$ cat src/hdl/crlc_pkg.sv
// Purpose: shared constants and types for the reference ladder control block
// Assumes: 8-bit register data, word index addressing on a plain register port
// Notes:   level codes are in units of one ninety-sixth of the source span
package crlc_pkg;

  // register map
  localparam int unsigned        ADDR_W            = 4;
  localparam int unsigned        DATA_W            = 8;
  localparam logic [ADDR_W-1:0]  OFS_CONTROL       = 4'h0;
  localparam logic [ADDR_W-1:0]  OFS_STATUS        = 4'h1;
  localparam logic [ADDR_W-1:0]  OFS_LEVEL         = 4'h2;

  // control register field positions
  localparam int unsigned        BIT_POWER_ON      = 7;
  localparam int unsigned        BIT_PIN_DRIVE     = 6;
  localparam int unsigned        BIT_RANGE_SELECT  = 5;
  localparam int unsigned        BIT_SOURCE_SELECT = 4;
  localparam int unsigned        TAP_MSB           = 3;
  localparam int unsigned        TAP_W             = 4;

  // status register field positions
  localparam int unsigned        STS_POWERED       = 0;
  localparam int unsigned        STS_PIN_CONNECT   = 1;
  localparam int unsigned        STS_CMP_FEED      = 2;
  localparam int unsigned        STS_PORT_DRIVE    = 3;

  // reset value of the control register
  localparam logic [DATA_W-1:0]  CONTROL_RESET     = 8'h00;

  // comparator mode that routes the ladder to both comparators
  localparam logic [2:0]         CMP_MODE_INT_REF  = 3'h6;

  // level arithmetic, span divided into ninety-six parts
  localparam int unsigned        LEVEL_W           = 7;
  localparam logic [LEVEL_W-1:0] LEVEL_DENOM       = 7'h60;
  localparam logic [LEVEL_W-1:0] HIGH_BASE         = 7'h18;
  localparam logic [LEVEL_W-1:0] LOW_STEP          = 7'h04;
  localparam logic [LEVEL_W-1:0] HIGH_STEP         = 7'h03;

  // control register image, same bit order as the register
  typedef struct packed {
    logic             ladder_power_on;
    logic             ladder_pin_drive;
    logic             ladder_range_select;
    logic             ladder_source_select;
    logic [TAP_W-1:0] ladder_tap_code;
  } crlc_ctrl_t;

  // pin override bundle for port a pin 2
  typedef struct packed {
    logic ref_connect;
    logic out_enable;
    logic out_value;
  } crlc_pin_t;

endpackage

$ cat src/hdl/crlc_top.sv
// Purpose: control logic for a 16-tap resistor ladder voltage reference
// Assumes: single clock, registers on a plain port with read data one cycle later
// Notes:   analog ladder sits outside; this block drives its controls and pin switch
// Function
// (RL1) The top control bit powers the ladder when set and powers it down when cleared.
// (RL2) The pin drive bit connects the reference to port a pin 2 when set, disconnects when clear.
// (RL3) The pin drive bit overrides the pin 2 direction setting while it routes the reference.
// (RL4) The range bit selects the low range from zero when set, the high range from a quarter when clear.
// (RL5) The source bit selects the external reference span when set, supply span when clear.
// (RL6) A four-bit tap code from 0 to 15 selects one of sixteen levels in the chosen range.
// (RL7) Low range level is tap/24 of span; high range level is span/4 plus tap/32 of span.
// (RL8) Reset clears power, pin drive, range and tap, leaving the reference off and in high range.
// (RL9) Waking from sleep leaves every control register bit unchanged.
// (RL10) The ladder control works whatever the comparator mode, even with comparators off.
// (RL11) Software should clear the power bit before sleep to save ladder current.
// (RL12) The reference feeds both comparator positive inputs only in comparator mode 110.
// (RL13) A register write updates all ladder control outputs on the same clock edge.
//
// The implementer's own choices: the register offsets and strobed register access.
`timescale 1ns/1ns
`default_nettype none

module crlc_top
  import crlc_pkg::*;
(
  input  wire logic              CLK_SYS,
  input  wire logic              SYS_RST,
  input  wire logic [ADDR_W-1:0] REG_ADDR,
  input  wire logic [DATA_W-1:0] REG_WDATA,
  input  wire logic              REG_WR,
  input  wire logic              REG_RD,
  output var  logic [DATA_W-1:0] REG_RDATA,
  input  wire logic [2:0]        CMP_MODE,
  input  wire logic              PA2_DIR_INPUT,
  input  wire logic              PA2_LATCH,
  output var  crlc_ctrl_t        LADDER_CTRL,
  output var  logic [LEVEL_W-1:0] LADDER_LEVEL,
  output var  logic              CMP_REF_FEED,
  output wire logic              PA2_REF_CONNECT,
  output wire logic              PA2_OE,
  output wire logic              PA2_O
);

  // level in ninety-sixths of the span for a given control image
  function automatic logic [LEVEL_W-1:0] level_code(input crlc_ctrl_t c);
    logic [LEVEL_W-1:0] tap;
    tap = {{(LEVEL_W-TAP_W){1'b0}}, c.ladder_tap_code};
    if (!c.ladder_power_on)
      level_code = '0;
    else if (c.ladder_range_select)
      level_code = 7'(tap * LOW_STEP);
    else
      level_code = 7'(HIGH_BASE + 7'(tap * HIGH_STEP));
  endfunction

  // pin override for port a pin 2
  function automatic crlc_pin_t pin_route(input logic drive, input logic dir_in,
                                          input logic latch);
    pin_route.ref_connect = drive;
    pin_route.out_enable  = ~drive & ~dir_in;
    pin_route.out_value   = latch & ~drive;
  endfunction

  crlc_ctrl_t         control;
  crlc_ctrl_t         next_control;
  logic [DATA_W-1:0]  next_rdata;
  logic [DATA_W-1:0]  status_word;
  logic [LEVEL_W-1:0] next_level;
  logic               next_cmp_feed;
  crlc_pin_t          pin;
  wire                wr_control;
  wire                rd_control;
  wire                rd_status;
  wire                rd_level;

  // address decode
  assign wr_control = REG_WR & (REG_ADDR == OFS_CONTROL);
  assign rd_control = REG_RD & (REG_ADDR == OFS_CONTROL);
  assign rd_status  = REG_RD & (REG_ADDR == OFS_STATUS);
  assign rd_level   = REG_RD & (REG_ADDR == OFS_LEVEL);

  // whole byte taken at once; no wake or sleep input reaches this register
  // (RL13) single-edge full update
  // (RL9) no path besides writes
  assign next_control = wr_control ? crlc_ctrl_t'(REG_WDATA) : control;

  // (RL8) reset clears all fields
  always_ff @(posedge CLK_SYS or posedge SYS_RST)
  begin
    if (SYS_RST)
      control <= crlc_ctrl_t'(CONTROL_RESET);
    else
      control <= next_control;
  end

  // (RL1) power bit to ladder
  // (RL4) range bit to ladder
  // (RL5) source bit to ladder
  // (RL6) tap code to ladder
  assign LADDER_CTRL = control;

  // (RL7) level from range and tap
  assign next_level = level_code(next_control);

  // power gate keeps a dark ladder off the comparators
  // (RL12) comparator feed in mode 110 only
  // (RL10) ladder state independent of mode
  assign next_cmp_feed = (CMP_MODE == CMP_MODE_INT_REF) & next_control.ladder_power_on;

  // level and feed registered beside control so all change together
  always_ff @(posedge CLK_SYS or posedge SYS_RST)
  begin
    if (SYS_RST)
    begin
      LADDER_LEVEL <= '0;
      CMP_REF_FEED <= 1'b0;
    end
    else
    begin
      LADDER_LEVEL <= next_level;
      CMP_REF_FEED <= next_cmp_feed;
    end
  end

  // combinational so switch and driver never overlap for a cycle
  // (RL2) reference switch to pin
  // (RL3) override of pin direction
  assign pin             = pin_route(control.ladder_pin_drive, PA2_DIR_INPUT, PA2_LATCH);
  assign PA2_REF_CONNECT = pin.ref_connect;
  assign PA2_OE          = pin.out_enable;
  assign PA2_O           = pin.out_value;

  // status word, reserved bits zero
  always_comb
  begin
    status_word                  = '0;
    status_word[STS_POWERED]     = control.ladder_power_on;
    status_word[STS_PIN_CONNECT] = pin.ref_connect;
    status_word[STS_CMP_FEED]    = CMP_REF_FEED;
    status_word[STS_PORT_DRIVE]  = pin.out_enable;
  end

  // zero between reads lets several slaves share an or-ed bus
  // read mux; unmapped addresses read zero
  assign next_rdata = rd_control ? DATA_W'(control) :
                      rd_status  ? status_word :
                      rd_level   ? {{(DATA_W-LEVEL_W){1'b0}}, LADDER_LEVEL} :
                      '0;

  // read data held only in the cycle after the strobe
  always_ff @(posedge CLK_SYS or posedge SYS_RST)
  begin
    if (SYS_RST)
      REG_RDATA <= '0;
    else
      REG_RDATA <= next_rdata;
  end

  // helper: expected level computed independently of the function
  logic [LEVEL_W-1:0] exp_level;
  always_comb
  begin
    exp_level = '0;
    if (LADDER_CTRL.ladder_power_on)
    begin
      if (LADDER_CTRL.ladder_range_select)
        exp_level = {1'b0, LADDER_CTRL.ladder_tap_code, 2'b00};
      else
        exp_level = 7'(HIGH_BASE + {3'b000, LADDER_CTRL.ladder_tap_code}
                       + {2'b00, LADDER_CTRL.ladder_tap_code, 1'b0});
    end
  end

  // helper: last image written; catches any path besides writes
  crlc_ctrl_t last_image;
  always_ff @(posedge CLK_SYS or posedge SYS_RST)
  begin
    if (SYS_RST)
      last_image <= crlc_ctrl_t'(CONTROL_RESET);
    else if (wr_control)
      last_image <= crlc_ctrl_t'(REG_WDATA);
  end

  // helper: idle run since last write, saturates so it never wraps
  logic [7:0] idle_run;
  always_ff @(posedge CLK_SYS or posedge SYS_RST)
  begin
    if (SYS_RST)
      idle_run <= 8'h00;
    else if (wr_control)
      idle_run <= 8'h00;
    else if (idle_run != 8'hFF)
      idle_run <= idle_run + 8'h01;
  end
endmodule

`default_nettype wire

$ cat config.mk
export PLATFORM = sky130hd
export DESIGN_NAME = crlc_top
export DESIGN_NICKNAME = d
export VERILOG_FILES = /design/src/hdl/crlc_pkg.sv /design/src/hdl/crlc_top.sv
export SDC_FILE = /design/constraint.sdc
export NUM_CORES = 1
export LEC_CHECK = 0
export BUFFER_PORTS_ARGS = -buffer_cell sky130_fd_sc_hd__buf_2
export CORE_MARGIN = 4
export CORE_UTILIZATION = 45
export DETAILED_ROUTE_END_ITERATION = 10
export MAX_ROUTING_LAYER = met4
export PLACE_DENSITY = 0.75
export SLEW_MARGIN = 25
export SYNTH_ARGS = -nofsm -noshare
export SYNTH_HDL_FRONTEND = slang
export SYNTH_SLANG_ARGS = --single-unit
export TNS_END_PERCENT = 50
$ cat constraint.sdc
create_clock -name CLK_SYS -period 2.28 [get_ports CLK_SYS]
set_clock_uncertainty 0.15 [all_clocks]
set_input_delay 0.228 -clock CLK_SYS [delete_from_list [all_inputs] [get_ports CLK_SYS]]
set_output_delay 0.228 -clock CLK_SYS [all_outputs]
set_load 0.02 [all_outputs]
==> results, run 1 <==
- The flow ran to the end, and the final reports show no timing, DRC or antenna violations.
- The CTS sink count is 24.
- Setup violations remaining at the end of the flow were counted as 0.
- The congestion estimate from routability-driven global placement came to 0.867.
- The total I/O pin count is 48.
- The initial antenna violation count is 0.
- After synthesis, the largest area contributor takes up 49.3% of total cell area.
- The filler cells instantiated in the layout total 216.
- Measured against its own limit, the worst slew margin works out to 68.1%.
- In this run the power density over the cells is 802 nW/µm².
- Clock-pin slew was measured on the worst setup and hold paths at 120 ps.
- In this run the static leakage power is 0.873 nW.
- The kind of cell with the highest combined delay along the critical path is adder cells.
- After synthesis, the largest family of logic cells by area is multiplexers.
- The peak fanout along the critical path is 5.
- The final critical-path share of the clock period is 93.3%.
- After detailed routing, the total wire length is 2.94 mm.
- The cell area that synthesis handed to floorplanning was 1220 µm².
- CTS built an H-tree with a depth of 1.
- The final-stage net count is 194.
- The finished layout holds 196 standard cells, fillers aside.
- The number of enable flip-flop cells after synthesis is 0.
- The class of the most critical hold timing path is input port to flip-flop.
- The signal on the critical path passes through mux2_2, ha_4, ha_4, inv_1, fa_1, a211oi_1.
- The area growth from synthesis to final layout is 33.6%.
- The nature of the critical path startpoint is a flip-flop.
- The number of hold violations in the final report is 0.
- The count of distinct cell types in the synthesized netlist is 30.
- The category of the worst setup path capture point is a flip-flop.
- The floorplan has 18 rows.
- The DRC violation count after routing is 0.
- The horizontal die dimension is 60.0 µm.
- The floorplan core area is 2520 µm².
- Data on the critical path arrives at its endpoint at 2200 ps.
- The most numerous cell type found on the critical path is sky130_fd_sc_hd__ha_4.
- The tree is rooted in a sky130_fd_sc_hd__clkbuf_4.
- The global routing usage summed across all routing layers is 18.8%.
- The share of cells above drive strength 1 is 45.8%.
- Measured along the y axis, the die boundary spans 60.0 µm.
- The category of the most critical setup path is flip-flop to flip-flop.
- A synthesized cell averages 11.5 µm².
- The total nets after synthesis is 132.
- Of all flip-flops after synthesis, the portion carrying an async set or reset was 100%.
- Entering global routing, the biggest net connects 25 pins.
- The longest individual stage delay on the worst path is 460 ps.
- TritonCTS built the clock tree.
- Synthesis inferred 24 register bits.
- The first global-routing pass estimated 4.74 mm of wire.
- The first-iteration detailed-routing DRC count is 27.
- Data on the critical path is required at its endpoint by 2350 ps.
- The number of vias after detailed routing is 987.
- The largest individual stage delay along the critical path comes from the cell sky130_fd_sc_hd__dfrtp_1.
- The number of nets with antenna violations after detailed routing is 0.
- The cell count after synthesis is 106.
- The fmax is 0.470 GHz.
- The worst voltage drop across the vdd grid is 0.435 mV.
- The via count of the first global-routing pass is 1027.
- Counting both buffers and inverters, the worst setup path holds a total of 1.
- The tightest hold path in the finished design has a slack of 38.7 ps.
- The number of violations of the max-capacitance limit is 0.
- In the layout the commonest cells are 47 x sky130_fd_sc_hd__buf_2, 24 x sky130_fd_sc_hd__dfrtp_1, 12 x sky130_fd_sc_hd__nor2_1, 10 x sky130_fd_sc_hd__inv_1, 9 x sky130_fd_sc_hd__buf_4.
- The accumulated negative setup slack is 0 ps.
- The number of buffers created by CTS is 3.
- The synthesized-area fraction occupied by xor and xnor cells is 0.719%.
- For this run, the register share of the synthesized area comes to 49.3%.
- The share of synthesized area spent on multiplexers is 15.6%.
- The arithmetic-cell share of the synthesized area counting full adders, half adders and majority gates is 5.76%.
- After detailed routing, the average wire length per cell comes to 15.0 µm.
- Once the floorplan was initialized, standard cells occupied 48.3% of the core.
- The slew at the pin with the worst max-slew slack is 469 ps.
- The placed instance count is 188.
- After global routing the overflow that remains totals 0.
- The clock passes through at most 2 buffers.
- The clock insertion delay at the later pin of the skew report is 310 ps.
- In this run the tool buffered the top-level ports with 47 buffer cells.
- The die area is 3600 µm².
- The commonest register cell after synthesis is sky130_fd_sc_hd__dfrtp_1.
- The placed wire-length estimate is 2.27 mm.
- The routed design could run at a clock period as short as 2130 ps.
- The repair_antennas step left the layout with diodes totalling 0.
- The max-slew violation count is 0.
- The vias per cell is 5.04.
- The library cell used most frequently in the layout, excluding fill and tap cells, is sky130_fd_sc_hd__buf_2.
- Before CTS, the worst setup slack after placement is -76.3 ps.
- By area the synthesized netlist is led by sky130_fd_sc_hd__dfrtp_1 49%, sky130_fd_sc_hd__mux2i_1 4.9%, sky130_fd_sc_hd__mux2_2 4.6%.
- For this run, the detailed router's first-pass iteration total came to 4.
- The largest total area in the synthesized netlist belongs to sky130_fd_sc_hd__dfrtp_1.
- The area fraction in compound gates after synthesis is 9.56%.
- The post-route worst setup slack is 153 ps.
- The simple-gate share of the synthesized area is 12.7%.
- Setup repair after global routing left no endpoint under its margin.
- For this run, the number of Yosys warnings is 0.
[where the power goes]
part / internal (W) / switching, W / leakage, nW
registers: 0.000493 / 0.0000646 / 0.316
clock network: 0.0000617 / 0.000121 / 0.0138
logic: 0.000245 / 0.000318 / 0.542
total: 0.000801 / 0.000504 / 0.873
[final cells by class]
class / count / area [µm²] / share of cell area, %
sequential: 24 / 601 / 36.9
inverter: 11 / 41.3 / 2.54
clock buffer: 3 / 22.5 / 1.38
timing repair buffer: 61 / 353 / 21.7
tap: 30 / 37.5 / 2.31
multi-input combinational: 67 / 572 / 35.2
[stage by stage]
step	power [W]	cell area (µm²)	util, %
after floorplan	0.000922	1260	-
after global placement	0.00110	1550	61.6
after detailed placement	0.00112	1550	61.6
after CTS	0.00131	1630	64.5
after global routing	0.00140	1630	64.5
final	0.00130	1630	64.5
[cell usage after synthesis, drive strengths merged, types with 2 or more instances]
master   n
a211oi   7
a21oi    3
a31oi    3
buf      4
dfrtp   24
ha       4
inv     11
mux2     6
mux2i    9
nand2    6
nor2    14
nor2b    4
nor3     2
[state kept, by name (all words and copies together) (netlist names)]
signal	cells
REG_RDATA	8
LADDER_CTRL	7
LADDER_LEVEL	7
CMP_REF_FEED	1
PA2_REF_CONNECT	1
[tightest hold or removal path, stage by stage]
cell	delay, ps
sky130_fd_sc_hd__buf_2	80
sky130_fd_sc_hd__mux2i_1	70
sky130_fd_sc_hd__inv_1	90
[worst paths after layout]
check / start / to / slack (ps) / depth (start not counted)
hold reg to reg: LADDER_LEVEL[6] / REG_RDATA[6] / 400 / 2
setup / recovery: LADDER_CTRL[2] / LADDER_LEVEL[3] / 150 / 6
setup reg to reg: LADDER_CTRL[2] / LADDER_LEVEL[3] / 150 / 6
min in group asynchronous: SYS_RST / REG_RDATA[4] / 340 / 4
hold / removal: REG_WDATA[0] / LADDER_CTRL[0] / 40 / 3
max in group asynchronous: SYS_RST / PA2_REF_CONNECT / 1410 / 4
[cell families (layout without fill, tap and decap cells)]
family          count (synthesis)  in the layout
xor+xnor                        1              1
mux                            15             15
buf+inv                        15             75
compound gates                 16             16
fa+ha+maj                       5              5
flops                          24             24
simple gates                   30             30
[metal layers]
| layer | vias to the layer above | wire, µm | global-route usage (%) |
|---|---|---|---|
| met2 | 35 | 1520 | 33.0 |
| met3 | 4 | 215 | 2.59 |
| li1 | 483 | - | - |
| met1 | 465 | 1150 | 21.1 |
| met4 | 0 | 49 | 7.91 |
| met5 | - | 0 | - |
[what timing repair did]
action / CTS / global route
hold endpoints to repair: 27 / 0
hold buffers: 5 / 0
buffers inserted: 0 / 0
gates resized for setup: 0 / 0
Power figures use the tool's default switching activity.
==> run 2: changes to the inputs <==
==> constraint.sdc (replaced) <==
create_clock -name CLK_SYS -period 2.6 [get_ports CLK_SYS]
set_clock_uncertainty 0.15 [all_clocks]
set_input_delay 0.26 -clock CLK_SYS [delete_from_list [all_inputs] [get_ports CLK_SYS]]
set_output_delay 0.26 -clock CLK_SYS [all_outputs]
set_load 0.02 [all_outputs]
==> results, run 2 (synthesis gave the netlist of run 1 again) <==
- The initialized floorplan defines 18 standard-cell rows.
- The total I/O pin count is 48.
- The category of the most critical setup path is input port to flip-flop.
- The flip-flop count of the largest register after layout is 8.
- The die covers 3600 µm².
- STA puts the critical path data required time at 2660 ps.
- STA classifies the critical path endpoint as a flip-flop.
- The routed wirelength normalized by instance count is 14.8 µm.
- Along the worst path, the maximum fanout reaches 7.
- The die is 60.0 µm tall.
- The number of gates resized after CTS was 0.
- The count of TritonRoute iterations in the first routing pass is 4.
- The end of the worst register-to-register path is LADDER_LEVEL[4].
- The flow ran to the end, but the final reports show violations.
- The via count of the first global-routing pass is 986.
- Following the worst setup path forward leads to its endpoint at LADDER_LEVEL[4].
- TritonCTS built the clock tree.
- In this run the number of H-tree levels came out at 1.
- The buffer count from post-CTS setup fixing is 0.
- The total area inside the core boundary comes to 2520 µm².
- The sequential cell fraction of total power is 44.2%.
- Net switching is 38.9% of the power.
- The worst voltage drop across the vdd grid is 0.488 mV.
- Setup repair after global routing left no endpoint under its margin.
- Global routing used 17.0% of the available tracks.
- The tool flagged a number of max-cap violations equal to 0.
- Timing would allow up to 0.444 GHz.
- The number of antenna diodes in the final layout is 0.
- The number of vias after detailed routing is 958.
- The data arrival time of the critical path is 2320 ps.
- For the finished layout, the period the worst path requires is 2250 ps.
- The tightest slew margin relative to the limit is 38.8%.
- Setup violations remaining at the end of the flow were counted as 0.
- The maximum count of clock buffers along a single path is 2.
- The detailed router put a total of 1.11 mm of wire on met1.
- In this run the power density over the cells is 710 nW/µm².
- The combinational share of power is 40.8%.
- In this run the top signal layer used is met3.
- The number of cells on the worst reg-to-reg path is 8.
- The floorplan step set the die width to 60.0 µm.
- The length of routed met2 wiring is 1.49 mm.
- In this run the remaining antenna-violating nets after routing total 0.
- The cell internal power dissipation is 0.000669 W.
- Leaving out fill and tap cells, the most frequent cell in the layout is sky130_fd_sc_hd__buf_2.
- The clock insertion delay at the later pin of the skew report is 310 ps.
- Wire segments on met3 add up to 206 µm in the final route.
- The class of the most critical hold timing path is input port to asynchronous set/reset pin.
- The starting density of the core is 48.3%.
- For flop-to-flop paths, the worst setup slack is 400 ps.
- The first global-routing pass estimated 4.44 mm of wire.
- The nature of the critical path startpoint is an input port.
- The number of hold violations in the final report came to 24.
- For the pin with the worst max-slew slack, the measured transition is 917 ps.
- The vias per cell is 5.04.
- The number of fillers in the final layout is 197.
- The final reports fail on hold timing.
- The share of cells above drive strength 1 is 43.8%.
- The placed instances occupy a cell area of 1500 µm².
- The final critical-path share of the clock period is 86.6%.
- The initial antenna violation count is 0.
- The largest net degree at the start of global routing is 25.
- For this block, the initial DRC count from the detailed router was 21.
- Counting flops per register, the top entry is REG_RDATA.
- The worst flop-to-flop path startpoint is LADDER_CTRL[2].
- The analysis attributes to net switching a power of 0.000426 W.
- Summed over all nets, the half-perimeter wirelength after detailed placement is 2.22 mm.
- The number of buffers created by CTS is 3.
- The smallest hold slack is -30.6 ps.
- The cell chosen for the clock root is sky130_fd_sc_hd__clkbuf_4.
- During placement, the flow inserted port buffers numbering 47.
- The CTS sink count is 24.
- The static leakage power is 0.842 nW.
- The final standard cell area without fillers is 1540 µm².
- Summed over all layers, the routed wires come to 2.81 mm.
- The launching instance or port of the critical path is REG_ADDR[3].
- The clock transition time at the flip-flop clock pins of the worst setup and hold paths is 130 ps.
- The max-slew violation count is 0.
- The clock network fraction of design power is 15.0%.
- From synthesis to final layout, the design area changed by 26.7%.
- After detailed routing, the number of remaining DRC violations is 0.
- In the layout the commonest cells are 47 x sky130_fd_sc_hd__buf_2, 24 x sky130_fd_sc_hd__dfrtp_1, 13 x sky130_fd_sc_hd__nor2_1, 10 x sky130_fd_sc_hd__inv_1.
- The number of buffers inserted by hold repair at cts is 2.
- The final estimated routing congestion in global placement is 0.907.
- The net count of the finished layout is 188.
- The accumulated negative setup slack is 0 ps.
- After global routing the overflow that remains totals 0.
-- run 2: worst min path at each step --
| stage | from | to | slack, ps | cells after the start |
|---|---|---|---|---|
| 2_1_floorplan | SYS_RST | CMP_REF_FEED | 120 | 1 |
| 4_1_cts | SYS_RST | LADDER_CTRL[3] | 2 | 2 |
| 6_report | SYS_RST | REG_RDATA[6] | -30 | 2 |
| 5_1_grt | REG_WDATA[4] | LADDER_CTRL[4] | 10 | 2 |
| 3_3_place_gp | CMP_MODE[0] | CMP_REF_FEED | 270 | 2 |
| 3_5_place_dp | CMP_MODE[0] | CMP_REF_FEED | 270 | 2 |
-- run 2: area by class of cell --
class	count	area, µm²	share of cell area [%]
timing repair buffer	55	300	19.5
tap	30	37.5	2.43
sequential	24	601	38.9
clock buffer	3	22.5	1.46
multi-input combinational	67	541	35.0
inverter	11	41.3	2.68
-- run 2: through the flow --
stage	utilization [%]	cells	setup WS (ps)	total power [W]
3_3_place_gp	59.5	185	62.7	0.000929
4_1_cts	61.2	190	340	0.00110
5_1_grt	61.2	190	232	0.00117
3_5_place_dp	59.5	185	12.1	0.000941
2_1_floorplan	-	106	172	0.000786
6_report	61.2	190	349	0.00110
-- run 2: power groups by stage --
stage / sequential, W / combinational, W / clock, W
floorplan: 0.000560 / 0.000227 / 0
global placement: 0.000491 / 0.000438 / 0
detailed placement: 0.000493 / 0.000448 / 0
CTS: 0.000485 / 0.000453 / 0.000167
global route: 0.000493 / 0.000489 / 0.000184
finish: 0.000484 / 0.000447 / 0.000164
-- run 2: worst max-delay path: stages --
cell and delay [ps]:
sky130_fd_sc_hd__buf_2 100, sky130_fd_sc_hd__nor2_1 220, sky130_fd_sc_hd__nand3_4 170, sky130_fd_sc_hd__mux2_2 350, sky130_fd_sc_hd__ha_1 290, sky130_fd_sc_hd__ha_1 160, sky130_fd_sc_hd__inv_1 60, sky130_fd_sc_hd__fa_1 390
sky130_fd_sc_hd__inv_1 90, sky130_fd_sc_hd__a21oi_1 70, sky130_fd_sc_hd__o32ai_1 160
-- run 2: layer usage --
metal  global-route usage (%)  vias to the layer above
li1                         -                      468
met1                     19.4                      460
met2                     29.5                       30
met3                     5.62                        0
met4                     2.53                        0
met5                        -                        -
